`src/common/srb_pkg.sv`:
```
// package: constants, carriers and states of the serial receive buffer channel
package srb_pkg;
    // ----------------------------------------
    // timing
    // ----------------------------------------
    localparam int unsigned CLK_HZ = 20_000_000;
    localparam int unsigned BAUD_RATE = 9600;
    localparam int unsigned BIT_CYC = CLK_HZ / BAUD_RATE;
    localparam logic [11:0] BIT_CNT_LAST = 12'(BIT_CYC - 1);
    localparam logic [11:0] HALF_CNT_LAST = 12'(BIT_CYC / 2 - 1);
    // ----------------------------------------
    // register offsets
    // ----------------------------------------
    localparam logic [15:0] OFS_CTRL_A = 16'h0000;
    localparam logic [15:0] OFS_CTRL_B = 16'h0002;
    localparam logic [15:0] OFS_STATUS = 16'h0004;
    localparam logic [15:0] OFS_TX_HOLD = 16'h0006;
    localparam logic [15:0] OFS_BUF_ACCESS = 16'hff00;
    localparam logic [15:0] OFS_BUF_PRESENCE = 16'hff80;
    // ----------------------------------------
    // fields and reset values
    // ----------------------------------------
    localparam int unsigned TE_BIT = 5;
    localparam int unsigned RTS_BIT = 4;
    localparam int unsigned ERR_CLR_BIT = 3;
    localparam int unsigned CTS_N_BIT = 5;
    localparam int unsigned RDRF_BIT = 7;
    localparam int unsigned OVRN_BIT = 6;
    localparam int unsigned DCD_BIT = 2;
    localparam int unsigned TRANSMIT_HOLDING_EMPTY_FLAG_BIT = 1;
    localparam logic [7:0] CTRL_A_RST = 8'h10;
    localparam logic [7:0] CTRL_B_RST = 8'h0f;
    localparam logic [7:0] PRESENCE_VAL = 8'h55;
    // ----------------------------------------
    // buffer and flow control
    // ----------------------------------------
    localparam int unsigned BUF_DEPTH = 128;
    localparam logic [7:0] BUF_FULL = 8'd128;
    localparam logic [7:0] PAUSE_LEVEL = 8'd118;
    localparam logic [7:0] RESUME_LEVEL = 8'd108;
    localparam logic [7:0] PAUSE_CHAR = 8'h13;
    localparam logic [7:0] RESUME_CHAR = 8'h11;
    localparam int unsigned FIFO_DEPTH = 8;
    // ----------------------------------------
    // carriers and states
    // ----------------------------------------
    typedef struct packed {
        logic io;
        logic [15:0] addr;
        logic wr;
        logic rd;
        logic [7:0] wdata;
    } srb_cpu_req_type;
    typedef enum logic [1:0] {
        TX_IDLE = 2'b00,
        TX_START = 2'b01,
        TX_DATA = 2'b10,
        TX_STOP = 2'b11
    } srb_tx_state_type;
    typedef enum logic [1:0] {
        RX_IDLE = 2'b00,
        RX_START = 2'b01,
        RX_DATA = 2'b10,
        RX_STOP = 2'b11
    } srb_rx_state_type;
endpackage : srb_pkg

```
`src/hw/srb_fifo.sv`:
```
// module: small valid/ready fifo with parameter width and depth
module srb_fifo
    import srb_pkg::*;
#(
    parameter int unsigned WIDTH = 8,
    parameter int unsigned DEPTH = FIFO_DEPTH
)(
    // clock and reset
    input wire logic sys_clk_i,
    input wire logic rst_b_i,
    // fill side
    input wire logic in_valid_i,
    output logic in_ready_o,
    input wire logic [WIDTH-1:0] in_data_i,
    // drain side
    output logic out_valid_o,
    input wire logic out_ready_i,
    output logic [WIDTH-1:0] out_data_o
);
    localparam int unsigned AW = $clog2(DEPTH);
    logic [WIDTH-1:0] mem_ff [DEPTH];
    logic [AW:0] wr_ptr_ff;
    logic [AW:0] rd_ptr_ff;
    wire logic full = (wr_ptr_ff[AW] != rd_ptr_ff[AW]) && (wr_ptr_ff[AW-1:0] == rd_ptr_ff[AW-1:0]);
    wire logic empty = (wr_ptr_ff == rd_ptr_ff);
    wire logic push = in_valid_i && !full;
    wire logic pop = out_ready_i && !empty;

    assign in_ready_o = !full;
    assign out_valid_o = !empty;
    assign out_data_o = mem_ff[rd_ptr_ff[AW-1:0]];

    always_ff @(posedge sys_clk_i)
    begin
        if (push)
        begin
            mem_ff[wr_ptr_ff[AW-1:0]] <= in_data_i;
        end
    end

    always_ff @(posedge sys_clk_i or negedge rst_b_i)
    begin
        if (!rst_b_i)
        begin
            wr_ptr_ff <= '0;
            rd_ptr_ff <= '0;
        end
        else
        begin
            wr_ptr_ff <= wr_ptr_ff + (AW+1)'(push);
            rd_ptr_ff <= rd_ptr_ff + (AW+1)'(pop);
        end
    end
endmodule : srb_fifo

```
`src/hw/srb_rx.sv`:
```
// module: receive line synchroniser and byte deserialiser
module srb_rx
    import srb_pkg::*;
(
    // clock and reset
    input wire logic sys_clk_i,
    input wire logic rst_b_i,
    // line
    input wire logic rxd_i,
    // byte out
    output logic [7:0] data_o,
    output logic valid_o
);
    logic s1_ff, s2_ff, s3_ff, lvl_ff;
    srb_rx_state_type st_ff, nxt_st;
    logic [11:0] cnt_ff, nxt_cnt;
    logic [2:0] bit_ff;
    logic [7:0] sh_ff;
    logic valid_ff;
    wire logic tick = (cnt_ff == 12'h000);

    always_comb
    begin
        nxt_st = st_ff;
        nxt_cnt = tick ? BIT_CNT_LAST : cnt_ff - 12'h001;
        case (st_ff)
            RX_IDLE:
            begin
                nxt_cnt = HALF_CNT_LAST;
                if (!lvl_ff) nxt_st = RX_START;
            end
            RX_START: if (tick) nxt_st = lvl_ff ? RX_IDLE : RX_DATA;
            RX_DATA: if (tick && bit_ff == 3'h7) nxt_st = RX_STOP;
            RX_STOP: if (tick) nxt_st = RX_IDLE;
            default: nxt_st = RX_IDLE;
        endcase
    end

    always_ff @(posedge sys_clk_i or negedge rst_b_i)
    begin
        if (!rst_b_i)
        begin
            {s1_ff, s2_ff, s3_ff, lvl_ff} <= 4'hf;
            st_ff <= RX_IDLE;
            cnt_ff <= 12'h000;
            bit_ff <= 3'h0;
            sh_ff <= 8'h00;
            valid_ff <= 1'b0;
        end
        else
        begin
            s1_ff <= rxd_i;
            s2_ff <= s1_ff;
            s3_ff <= s2_ff;
            if (s2_ff == s3_ff) lvl_ff <= s3_ff;
            st_ff <= nxt_st;
            cnt_ff <= nxt_cnt;
            if (st_ff == RX_DATA && tick)
            begin
                sh_ff <= {lvl_ff, sh_ff[7:1]};
                bit_ff <= bit_ff + 3'h1;
            end
            valid_ff <= (st_ff == RX_STOP) && tick && lvl_ff;
        end
    end

    assign data_o = sh_ff;
    assign valid_o = valid_ff;
endmodule : srb_rx

```
`src/hw/srb_channel.sv`:
```
// module: secondary serial channel with shift-down receive buffer and flow control
//
// Function
// [RULE1] presence byte reads 0x55 while any byte is buffered, zero when empty
// [RULE2] access location always reads the oldest buffered byte
// [RULE3] advance pulse moves every remaining byte one place toward the access location
// [RULE4] software flow: send one pause character when fill reaches capacity minus ten
// [RULE5] keep accepting up to ten more bytes; drop bytes while buffer is full
// [RULE6] software flow: on advance, send resume character once twenty entries are free
// [RULE7] hardware flow: drive ready-to-send low when fill reaches capacity minus ten
// [RULE8] hardware flow: drive ready-to-send high again once twenty entries are free
// [RULE9] nothing is transmitted while the transmit enable bit is zero
// [RULE10] holding-empty flag reads one when the holding register is empty
// [RULE11] holding-empty flag drops to zero while a byte moves into the shifter
// [RULE12] control b bit 5 shows the inverted clear-to-send input
// [RULE13] clear-to-send low holds the empty flag at zero and halts sending
// [RULE14] a write to the holding register sends that byte on the line
// [RULE15] receive buffer holds 128 bytes, filled as bytes arrive
// [RULE16] a new byte lands in the lowest free position, behind older bytes
module srb_channel
    import srb_pkg::*;
(
    // clock and reset
    input wire logic sys_clk_i,
    input wire logic rst_b_i,
    // processor access
    input wire srb_cpu_req_type cpu_req_i,
    output logic [7:0] cpu_rdata_o,
    input wire logic buf_advance_i,
    input wire logic flow_hw_sel_i,
    // serial line
    input wire logic rxd_i,
    output logic txd_o,
    input wire logic clear_to_send_input_ch0_i,
    input wire logic carrier_detect_input_ch0_i,
    output logic rts_o
);
    // ----------------------------------------
    // decode
    // ----------------------------------------
    function automatic logic hit(input srb_cpu_req_type r, input logic io, input logic [15:0] ofs);
        hit = (r.io == io) && (r.addr == ofs);
    endfunction : hit

    wire logic wr_ctrl_a = cpu_req_i.wr && hit(cpu_req_i, 1'b1, OFS_CTRL_A);
    wire logic wr_ctrl_b = cpu_req_i.wr && hit(cpu_req_i, 1'b1, OFS_CTRL_B);
    wire logic wr_hold = cpu_req_i.wr && hit(cpu_req_i, 1'b1, OFS_TX_HOLD);
    wire logic rd_any = cpu_req_i.rd;

    // ----------------------------------------
    // registers and state
    // ----------------------------------------
    logic [7:0] ctrl_a_ff;
    logic [7:0] ctrl_b_ff;
    logic ovrn_ff;
    logic [7:0] rdata_ff;
    logic rts_ff;
    logic [2:0] cts_s_ff;
    logic cts_lvl_ff;
    logic [2:0] dcd_s_ff;
    logic dcd_lvl_ff;
    logic [7:0] buf_mem [BUF_DEPTH];
    logic [7:0] count_ff, nxt_count;
    logic paused_ff;
    logic xoff_req_ff;
    logic xon_req_ff;
    logic [7:0] hold_ff;
    logic hold_full_ff;
    srb_tx_state_type tx_st_ff, nxt_tx_st;
    logic [11:0] tx_cnt_ff;
    logic [2:0] tx_bit_ff;
    logic [7:0] tx_sh_ff;
    logic txd_ff, nxt_txd;

    // ----------------------------------------
    // receive path
    // ----------------------------------------
    logic [7:0] rx_data;
    logic rx_valid;
    logic fifo_in_ready;
    logic fifo_out_valid;
    logic [7:0] fifo_out_data;

    srb_rx u_rx (
        .sys_clk_i(sys_clk_i),
        .rst_b_i(rst_b_i),
        .rxd_i(rxd_i),
        .data_o(rx_data),
        .valid_o(rx_valid)
    );

    // drain stalls while the buffer is shifting
    srb_fifo #(.WIDTH(8), .DEPTH(FIFO_DEPTH)) u_fifo (
        .sys_clk_i(sys_clk_i),
        .rst_b_i(rst_b_i),
        .in_valid_i(rx_valid),
        .in_ready_o(fifo_in_ready),
        .in_data_i(rx_data),
        .out_valid_o(fifo_out_valid),
        .out_ready_i(!buf_advance_i),
        .out_data_o(fifo_out_data)
    );

    wire logic take = fifo_out_valid && !buf_advance_i;
    wire logic full = (count_ff == BUF_FULL);
    wire logic store = take && !full; // [RULE5]
    wire logic advance = buf_advance_i && (count_ff != 8'h00);
    wire logic sw_flow = !flow_hw_sel_i;

    assign nxt_count = count_ff + 8'(store) - 8'(advance);

    // ----------------------------------------
    // shift-down buffer
    // ----------------------------------------
    genvar gi;
    generate
        for (gi = 0; gi < BUF_DEPTH; gi++)
        begin : g_ent
            wire logic [7:0] upper = (gi == BUF_DEPTH - 1) ? 8'h00 : buf_mem[(gi + 1) % BUF_DEPTH];
            always_ff @(posedge sys_clk_i or negedge rst_b_i)
            begin
                if (!rst_b_i)
                    buf_mem[gi] <= 8'h00;
                else if (advance)
                    buf_mem[gi] <= upper; // [RULE3]
                else if (store && count_ff == 8'(gi))
                    buf_mem[gi] <= fifo_out_data; // [RULE15] [RULE16]
            end
        end
    endgenerate

    // ----------------------------------------
    // fill level and flow control
    // ----------------------------------------
    wire logic hit_pause = store && !paused_ff && nxt_count >= PAUSE_LEVEL;
    wire logic hit_resume = advance && paused_ff && nxt_count <= RESUME_LEVEL;

    always_ff @(posedge sys_clk_i or negedge rst_b_i)
    begin
        if (!rst_b_i)
        begin
            count_ff <= 8'h00;
            paused_ff <= 1'b0;
        end
        else
        begin
            count_ff <= nxt_count;
            if (hit_pause)
                paused_ff <= 1'b1; // [RULE4] [RULE7]
            else if (hit_resume)
                paused_ff <= 1'b0; // [RULE6] [RULE8]
        end
    end

    // ----------------------------------------
    // pin synchronisers and line outputs
    // ----------------------------------------
    wire logic cts_ok = cts_lvl_ff;

    always_ff @(posedge sys_clk_i or negedge rst_b_i)
    begin
        if (!rst_b_i)
        begin
            cts_s_ff <= 3'h0;
            cts_lvl_ff <= 1'b0;
            dcd_s_ff <= 3'h0;
            dcd_lvl_ff <= 1'b0;
            rts_ff <= 1'b0;
        end
        else
        begin
            cts_s_ff <= {cts_s_ff[1:0], clear_to_send_input_ch0_i};
            if (cts_s_ff[1] == cts_s_ff[2]) cts_lvl_ff <= cts_s_ff[2];
            dcd_s_ff <= {dcd_s_ff[1:0], carrier_detect_input_ch0_i};
            if (dcd_s_ff[1] == dcd_s_ff[2]) dcd_lvl_ff <= dcd_s_ff[2];
            rts_ff <= flow_hw_sel_i ? !paused_ff : !ctrl_a_ff[RTS_BIT]; // [RULE7] [RULE8]
        end
    end

    assign rts_o = rts_ff;
    assign txd_o = txd_ff;

    // ----------------------------------------
    // transmitter
    // ----------------------------------------
    wire logic tx_go = (tx_st_ff == TX_IDLE) && ctrl_a_ff[TE_BIT] && cts_ok; // [RULE9] [RULE13]
    wire logic flow_pend = xoff_req_ff || xon_req_ff;
    wire logic load_flow = tx_go && flow_pend;
    wire logic load_hold = tx_go && !flow_pend && hold_full_ff; // [RULE14]
    wire logic transmit_holding_empty_flag = !hold_full_ff && !load_hold && cts_ok; // [RULE10] [RULE11] [RULE13]
    wire logic tx_tick = (tx_cnt_ff == 12'h000);
    wire logic [7:0] load_byte = xoff_req_ff ? PAUSE_CHAR : (xon_req_ff ? RESUME_CHAR : hold_ff);

    always_comb
    begin
        nxt_tx_st = tx_st_ff;
        nxt_txd = txd_ff;
        case (tx_st_ff)
            TX_IDLE:
            begin
                if (load_flow || load_hold)
                begin
                    nxt_tx_st = TX_START;
                    nxt_txd = 1'b0;
                end
            end
            TX_START:
            begin
                if (tx_tick)
                begin
                    nxt_tx_st = TX_DATA;
                    nxt_txd = tx_sh_ff[0];
                end
            end
            TX_DATA:
            begin
                if (tx_tick && tx_bit_ff == 3'h7)
                begin
                    nxt_tx_st = TX_STOP;
                    nxt_txd = 1'b1;
                end
                else if (tx_tick)
                    nxt_txd = tx_sh_ff[1];
            end
            TX_STOP: if (tx_tick) nxt_tx_st = TX_IDLE;
            default:
            begin
                nxt_tx_st = TX_IDLE;
                nxt_txd = 1'b1;
            end
        endcase
    end

    always_ff @(posedge sys_clk_i or negedge rst_b_i)
    begin
        if (!rst_b_i)
        begin
            tx_st_ff <= TX_IDLE;
            tx_cnt_ff <= 12'h000;
            tx_bit_ff <= 3'h0;
            tx_sh_ff <= 8'h00;
            txd_ff <= 1'b1;
        end
        else
        begin
            tx_st_ff <= nxt_tx_st;
            txd_ff <= nxt_txd;
            tx_cnt_ff <= (tx_st_ff == TX_IDLE || tx_tick) ? BIT_CNT_LAST : tx_cnt_ff - 12'h001;
            if (tx_st_ff == TX_IDLE)
            begin
                tx_sh_ff <= load_byte;
                tx_bit_ff <= 3'h0;
            end
            else if (tx_st_ff == TX_DATA && tx_tick)
            begin
                tx_sh_ff <= {1'b0, tx_sh_ff[7:1]};
                tx_bit_ff <= tx_bit_ff + 3'h1;
            end
        end
    end

    // ----------------------------------------
    // register file
    // ----------------------------------------
    wire logic [7:0] stat_val = {count_ff != 8'h00, ovrn_ff, 3'h0, dcd_lvl_ff, transmit_holding_empty_flag, 1'b0};
    wire logic [7:0] ctrl_b_val = {ctrl_b_ff[7:6], !cts_ok, ctrl_b_ff[4:0]}; // [RULE12] [RULE13]
    wire logic [7:0] pres_val = (count_ff != 8'h00) ? PRESENCE_VAL : 8'h00; // [RULE1]
    wire logic [7:0] rd_val =
        hit(cpu_req_i, 1'b1, OFS_CTRL_A) ? ctrl_a_ff :
        hit(cpu_req_i, 1'b1, OFS_CTRL_B) ? ctrl_b_val :
        hit(cpu_req_i, 1'b1, OFS_STATUS) ? stat_val :
        hit(cpu_req_i, 1'b0, OFS_BUF_ACCESS) ? buf_mem[0] : // [RULE2]
        hit(cpu_req_i, 1'b0, OFS_BUF_PRESENCE) ? pres_val : 8'h00;
    wire logic ovrn_set = rx_valid && !fifo_in_ready;
    wire logic ovrn_clr = wr_ctrl_a && !cpu_req_i.wdata[ERR_CLR_BIT];

    always_ff @(posedge sys_clk_i or negedge rst_b_i)
    begin
        if (!rst_b_i)
        begin
            ctrl_a_ff <= CTRL_A_RST;
            ctrl_b_ff <= CTRL_B_RST;
            ovrn_ff <= 1'b0;
            rdata_ff <= 8'h00;
            hold_ff <= 8'h00;
            hold_full_ff <= 1'b0;
            xoff_req_ff <= 1'b0;
            xon_req_ff <= 1'b0;
        end
        else
        begin
            if (wr_ctrl_a) ctrl_a_ff <= cpu_req_i.wdata;
            if (wr_ctrl_b) ctrl_b_ff <= cpu_req_i.wdata;
            ovrn_ff <= ovrn_set || (ovrn_ff && !ovrn_clr);
            if (rd_any) rdata_ff <= rd_val;
            if (wr_hold) hold_ff <= cpu_req_i.wdata;
            hold_full_ff <= wr_hold || (hold_full_ff && !load_hold); // [RULE14]
            xoff_req_ff <= (hit_pause && sw_flow) || (xoff_req_ff && !load_flow); // [RULE4]
            xon_req_ff <= (hit_resume && sw_flow) || (xon_req_ff && !(load_flow && !xoff_req_ff)); // [RULE6]
        end
    end

    assign cpu_rdata_o = rdata_ff;

    wire logic rd_pres = rd_any && hit(cpu_req_i, 1'b0, OFS_BUF_PRESENCE);
    wire logic rd_acc = rd_any && hit(cpu_req_i, 1'b0, OFS_BUF_ACCESS);
    wire logic rd_cb = rd_any && hit(cpu_req_i, 1'b1, OFS_CTRL_B);
endmodule : srb_channel

```
`config.mk`:
```
export PLATFORM = sky130hd
export DESIGN_NAME = srb_channel
export DESIGN_NICKNAME = d
export VERILOG_FILES = /design/src/common/srb_pkg.sv /design/src/hw/srb_fifo.sv /design/src/hw/srb_rx.sv /design/src/hw/srb_channel.sv
export SDC_FILE = /design/constraint.sdc
export NUM_CORES = 2
export LEC_CHECK = 0
export BUFFER_PORTS_ARGS = -buffer_cell sky130_fd_sc_hd__clkbuf_2
export CORE_UTILIZATION = 38
export CTS_CLUSTER_DIAMETER = 120
export DETAILED_ROUTE_END_ITERATION = 12
export GPL_TIMING_DRIVEN = 0
export SYNTH_ARGS = -nofsm -noshare
export SYNTH_HDL_FRONTEND = slang
export SYNTH_SLANG_ARGS = --single-unit
```
`constraint.sdc`:
```
create_clock -name sys_clk_i -period 4.5 [get_ports sys_clk_i]
set_input_delay 0.9 -clock sys_clk_i [delete_from_list [all_inputs] [get_ports sys_clk_i]]
set_output_delay 0.9 -clock sys_clk_i [all_outputs]
set_load 0.05 [all_outputs]
```
# == Yosys cells after proc, flatten, opt, wreduce, memory -nomap -nowiden ==
# Memory sizes are Yosys's and may differ from the RTL's.
# Index checks and enable logic that the tools add are counted.
# word_totals
ramBits,64
mem_count,1
word_cells,951
output_inout_bits,10
input_bits,34
ff_bits,1142
# classes
n_addsub,8
muxes,292
n_eq_ne,156
bitwise_logic,1
n_lt_le_gt_ge,2
reduce_logical,332
# memory_table
memory,words,width,read_ports,rd_ports_with_merged_regs,write_ports,line_no,rtl
u_fifo.mem_ff,8,8,1,0,1,srb_fifo.sv:21,logic [WIDTH-1:0] mem_ff [DEPTH];
# ops
op,n
$mux 8,264
$eq 8x7->1 const B,64
$reduce_bool 2->1,130
$eq 8x6->1 const B,32
$logic_and 1x1->1,168
$eq 8x5->1 const B,16
$eq 8x4->1 const B,8
$mux 12,3
$eq 16x16->1 const B,2
$eq 16x3->1 const B,2
$eq 8x3->1 const B,4
$logic_not 12->1,2
$sub 12x1->12 const B,2
$mux 2,9
$eq 16x2->1 const B,1
$eq 8x2->1 const B,2
$logic_not 1->1,16
$logic_not 16->1,1
$pmux 2 s4,2
$mux 7,2
$reduce_and 4->1,3
$mux 1,9
$add 4x1->4,2
$add 8x1->8,1
other kinds (24),46

# == Longest topological paths before layout ==
# logic_depth
ltp_word,11
mapped_depth,17
mapped_depth_nobuf,15

# == Cells and area by module ==
# A second synthesis with hierarchy kept.
# hier_totals
cells_unflattened,5231
area_unflattened_um2,50295.7
# by_module_without_submodules
mod,seq_area_each_um2,area_per_inst_um2,n_inst,cells_per_inst
srb_channel,27609.0,46005.4,1,4997
srb_fifo,2122.0,2930.3,1,133
srb_rx,755.7,1360.1,1,101

# == Worst setup path before layout ==
# No wires, ideal clock.
# synth_timing
kind,register to register
start,reg count_ff[4]
end,reg xon_req_ff
path_buffers,5
stages_incl_launch_ff,17
required_time_ps,4378
setup_slack_ps,998
setup_time_ps,122
synth_period_minus_slack_ps,3502
arrival_ps,3380
cell_sequence,dfrtp_1 > inv_1 > ha_1 > clkbuf_1 > nand4_1 > and2_1 > buf_2 > buf_2 > clkbuf_1 > clkbuf_1 > fa_1 > nor2b_1 > o211a_1 > o311ai_0 > and2_1 > a211oi_1 > a32o_1
# synth_between
elab_chain_len,9
elab_cells_between_ends,12
classes_between,add/sub: 2; order compare: 1; eq/ne: 1; reduce/logical: 8
# synth_rtl
element,line_no,rtl
start: declaration,srb_channel.sv:63,"logic [7:0] count_ff, nxt_count;"
start signal: assignment,srb_channel.sv:147,count_ff <= nxt_count;
$eq 8x8->1,srb_channel.sv:105,wire logic full = (count_ff == BUF_FULL);
$logic_not 1->1,srb_channel.sv:106,wire logic store = take && !full;
$logic_and 1x1->1,srb_channel.sv:106,
$add 8x1->8,srb_channel.sv:110,assign nxt_count = count_ff + 8'(store) - 8'(advance);
$sub 8x1->8 (*),srb_channel.sv:110,
via nxt_count[6],srb_channel.sv:63,
$le 8x7->1 (*),srb_channel.sv:136,wire logic hit_resume = advance && paused_ff && nxt_count <= RESUME_LEVEL;
$logic_and 1x1->1 (*),srb_channel.sv:136,
$logic_and 1x1->1 (*),srb_channel.sv:299,xon_req_ff <= (hit_resume && sw_flow) || (xon_req_ff && !(load_flow && !xoff_req_ff));
$logic_or 1x1->1 (*),srb_channel.sv:299,
end signal: assignment,srb_channel.sv:299,
end: declaration,srb_channel.sv:66,logic xon_req_ff;
# The timed path passes the listed nets; every way through them passes the cells marked *.
# A chain may end at the register's enable or synchronous reset.

# == Final worst setup path ==
# layout_timing
start,reg count_ff[6]
end,reg xoff_req_ff
# layout_between
elab_chain_len,9
elab_cells_between_ends,12
classes_between,add/sub: 2; order compare: 1; eq/ne: 1; reduce/logical: 8
# layout_rtl
element,line_no,rtl
$eq 8x8->1,srb_channel.sv:105,
$logic_not 1->1,srb_channel.sv:106,
$logic_and 1x1->1,srb_channel.sv:106,
$add 8x1->8,srb_channel.sv:110,
$sub 8x1->8 (*),srb_channel.sv:110,
via nxt_count[6],srb_channel.sv:63,
$ge 8x7->1 (*),srb_channel.sv:135,wire logic hit_pause = store && !paused_ff && nxt_count >= PAUSE_LEVEL;
$logic_and 1x1->1 (*),srb_channel.sv:135,
$logic_and 1x1->1 (*),srb_channel.sv:298,xoff_req_ff <= (hit_pause && sw_flow) || (xoff_req_ff && !load_flow);
$logic_or 1x1->1 (*),srb_channel.sv:298,
end signal: assignment,srb_channel.sv:298,
end: declaration,srb_channel.sv:65,logic xoff_req_ff;
# Marked as above.

==> flow_metrics.env <==
export IMPL_startpoint_type="flop"
export IMPL_seq_area_um2=30500
export IMPL_placed_area_um2=54200
export IMPL_critical_path_max_fanout=19
export IMPL_placementRows=134
export IMPL_clkSinkCount=1205
export IMPL_synth_seq_cells=1205
export IMPL_synth_most_common_cell="dfrtp_1"
export IMPL_min_path_type="input pin to async pin"
export IMPL_hold_viol_final=0
export IMPL_peakVddDrop_v=0.000472
export IMPL_die_area_um2=137000
export IMPL_grt_pass1_vias=37878
export IMPL_vias=37785
export IMPL_place_hpwl_um=97000
export IMPL_outcome="completed"
export IMPL_track_usage_pct=21.3
export IMPL_grt_overflow_total=0
export IMPL_cts_inserted_buffers=133
export IMPL_clock_skew_ns=0.0376
export IMPL_crit_reg2reg_launch="count_ff[6]$_DFF_PN0_"
export IMPL_grtUsageMet3_pct=4.26
export IMPL_worstPathCellList="inv_1 > ha_1 > nand4_1 > and2_1 > buf_2 > buf_6 > clkbuf_2 > fa_1 > nor2b_1 > o211a_1 > o311ai_0 > and2_1 > nand4_1 > o21ai_0"
export IMPL_gp_congestion=0.862
export IMPL_total_power_mw=34.4
export IMPL_htree_num_levels=4
export IMPL_tightest_slew_ns=1.41
export IMPL_io_buffers=43
export IMPL_r2r_slack_ns=0.26
export IMPL_core_um2=134000
export IMPL_die_h_um=370
export IMPL_synth_cell_type_count=81
export IMPL_min_period_ns=4.24
export IMPL_fillers=12205
export IMPL_synth_area_um2=51500
export IMPL_drc=0
export IMPL_arrival_ns=4.92
export IMPL_grt_start_max_net_pins=117
export IMPL_grt_busiest_layer="met2"
export IMPL_maxSlewViolCount=0
export IMPL_ant_nets=0
export IMPL_rsz0062_at_grt="false"
export IMPL_worstSetupPathType="flop to flop"
export IMPL_wire_per_inst_um=22.8
export IMPL_die_width_um=370
export IMPL_setup_viol=0
export IMPL_maxCapViolCount=0
export IMPL_cellPowerDensity_nw_per_um2=585
export IMPL_viasPerCell=5.96
export IMPL_cts_hold_fix_buffers=0
export IMPL_cts_tree="yes"
export IMPL_period_share_pct=94.2
export IMPL_slew_headroom_pct=6.18
export IMPL_multi_input_area_um2=19400
export IMPL_io_pins=44
export IMPL_antenna_found_initial=1
export IMPL_synth_top_area_share_pct=55.0
export IMPL_grt_use_met2_pct=31.9
export IMPL_clock_path_buffers=3
export IMPL_drtIter0Drc=3938
export IMPL_syn_num_nets=4348
export IMPL_synth_flop_cell="dfrtp_1"
export IMPL_whs_ns=0.0895
export IMPL_worst_r2r_path_depth=14
export IMPL_synth_edf_count=64
export IMPL_cts_root_buf="clkbuf_16"
export IMPL_ys_warn_count=0
export IMPL_syn2layout_area_growth_pct=14.2
export IMPL_synth_cells=4281
export IMPL_insertion_delay_ns=0.77
export IMPL_yosysSeqAreaShare_pct=59.2
export IMPL_start_util_pct=38.4
export IMPL_crit_slowest_cell="o311ai_0"
export IMPL_grt_first_pass_wirelength_um=231000
export IMPL_drtPass1Iterations=6
export IMPL_drive_above_1_share_pct=14.1
export IMPL_critPathCaptureType="flop"
export IMPL_clock_fmax_ghz=0.236
export IMPL_design_area_um2=58800
export IMPL_use_met1_pct=30.6
export IMPL_crit_path_max_incr_delay_ns=0.46
export IMPL_p_leak_nw=27.3
export IMPL_synth_commonest_cells="1131 x dfrtp_1, 1085 x nor2_1, 1016 x a221o_1"
export IMPL_cp_required_ns=5.18
export IMPL_clk_pin_slew_ns=0.06
export IMPL_synthArstFlopShare_pct=94.7
export IMPL_wl_um=145000
export IMPL_synth_area_leaders="dfrtp_1 55%, a221o_1 20%, nor2_1 7.9%"
export IMPL_yosysTopAreaCell="dfrtp_1"
export IMPL_syn_area_per_cell_um2=12.0
export IMPL_post_route_util_pct=43.9
export IMPL_crit_path_start="count_ff[6]$_DFF_PN0_"
export IMPL_fin_nets=4535
export IMPL_r2r_end="xoff_req_ff$_DFF_PN0_"
-- final cells by class --
class | instances | area share (%)
clock buffers | 190 | 6.60
clock inverters | 51 | 1.09
plain buffers | 307 | 2.52
well taps | 1768 | 3.76
flip-flops and latches | 1205 | 51.9
multi-input cells | 2733 | 33.0
inverters | 33 | 0.217
diodes | 2 | 0.00851
repair buffers | 55 | 0.909
-- how the worst max path moves through the flow --
stage / endpoint / slack, ns / depth (start not counted)
6_report: xoff_req_ff$_DFF_PN0_ / 0.26 / 14
5_1_grt: xoff_req_ff$_DFF_PN0_ / 0.12 / 16
3_3_place_gp: tx_cnt_ff[0]$_DFF_PN0_ / -25.66 / 1
4_1_cts: xon_req_ff$_DFF_PN0_ / 0.03 / 15
3_5_place_dp: paused_ff$_DFFE_PN0P_ / -1.13 / 16
2_1_floorplan: xon_req_ff$_DFF_PN0_ / 1.0 / 16
-- worst max-delay path, delay by kind of cell (launching register included) --
| family | cells | cell delay (ns) |
|---|---|---|
| buffers and inverters | 4 | 1.11 |
| flip-flops | 1 | 0.35 |
| AO/OA/AOI/OAI | 3 | 0.99 |
| AND/OR/NAND/NOR | 5 | 1.04 |
| adder cells (fa/ha/maj) | 2 | 0.62 |
-- metal layers --
metal | wire length (µm) | share of wire (%) | vias to the layer above
met4 | 4390 | 3.0 | 2
met2 | 64700 | 45 | 1184
met1 | 66700 | 46 | 19487
li1 | - | - | 16858
met3 | 9040 | 6.2 | 254
met5 | 13 | 0.0090 | -
-- per-stage QoR --
| step | worst slack, ns | std cells | TNS [ns] |
|---|---|---|---|
| after floorplan | 0.998 | 4281 | 0 |
| after global placement | -25.66 | 6092 | - |
| after detailed placement | -1.13 | 6103 | -3.90 |
| after CTS | 0.0270 | 6344 | 0 |
| after global routing | 0.120 | 6342 | 0 |
| final | 0.259 | 6344 | 0 |
-- registers in the layout, indices dropped and copies added (netlist names), 3 cells and up, named ones only --
name and cells:
ctrl_b_ff 7, tx_sh_ff 8, cts_s_ff 3, tx_cnt_ff 12, dcd_s_ff 3, u_rx.data_o 8, u_rx.bit_ff 3, hold_ff 8
g_ent.upper 1016, u_fifo.wr_ptr_ff 4, u_fifo.mem_ff 64, u_fifo.rd_ptr_ff 4, ctrl_a_ff 8, cpu_rdata_o 8, tx_bit_ff 3, buf_mem 8
u_rx.cnt_ff 12, count_ff 8
-- placed cells by master (no fill, tap or decap), drive strengths merged, types with 9 or more instances in the layout --
cell    instances
a21oi         112
a221o        1016
a31oi          34
buf           180
bufinv         13
clkbuf        372
clkinv         27
dfrtp        1131
dfstp          10
edfxtp         64
ha             32
inv            41
mux2           40
mux4           16
nand2         147
nand2b         17
nand3          48
nor2         1087
nor2b           9
nor3           21
nor4           11
o21ai          24
xnor2          17
xor2           13
-- timing repair --
item / CTS / global route
setup endpoints to repair: 6 / 3
gates resized for setup: 5 / 5
setup buffers: 1 / 0
pin swaps: 1 / 0
-- report_power, final --
part	switching [mW]	leakage [nW]	internal, mW
combinational	3.64	9.01	3.30
sequential	2.12	16.0	14.0
clock	4.54	2.23	6.76
total	10.3	27.3	24.1
-- kinds of logic after synthesis --
group                    Yosys count  share of synthesized area (%)
AND/OR/NAND/NOR                 1380                           11.3
adder cells (fa/ha/maj)           36                          0.875
AO/OA/AOI/OAI                   1229                           23.3
multiplexers                      58                           1.61
buffers and inverters            343                           3.12
XOR/XNOR                          30                          0.539
flip-flops                      1205                           59.2
Power figures use the tool's default switching activity.
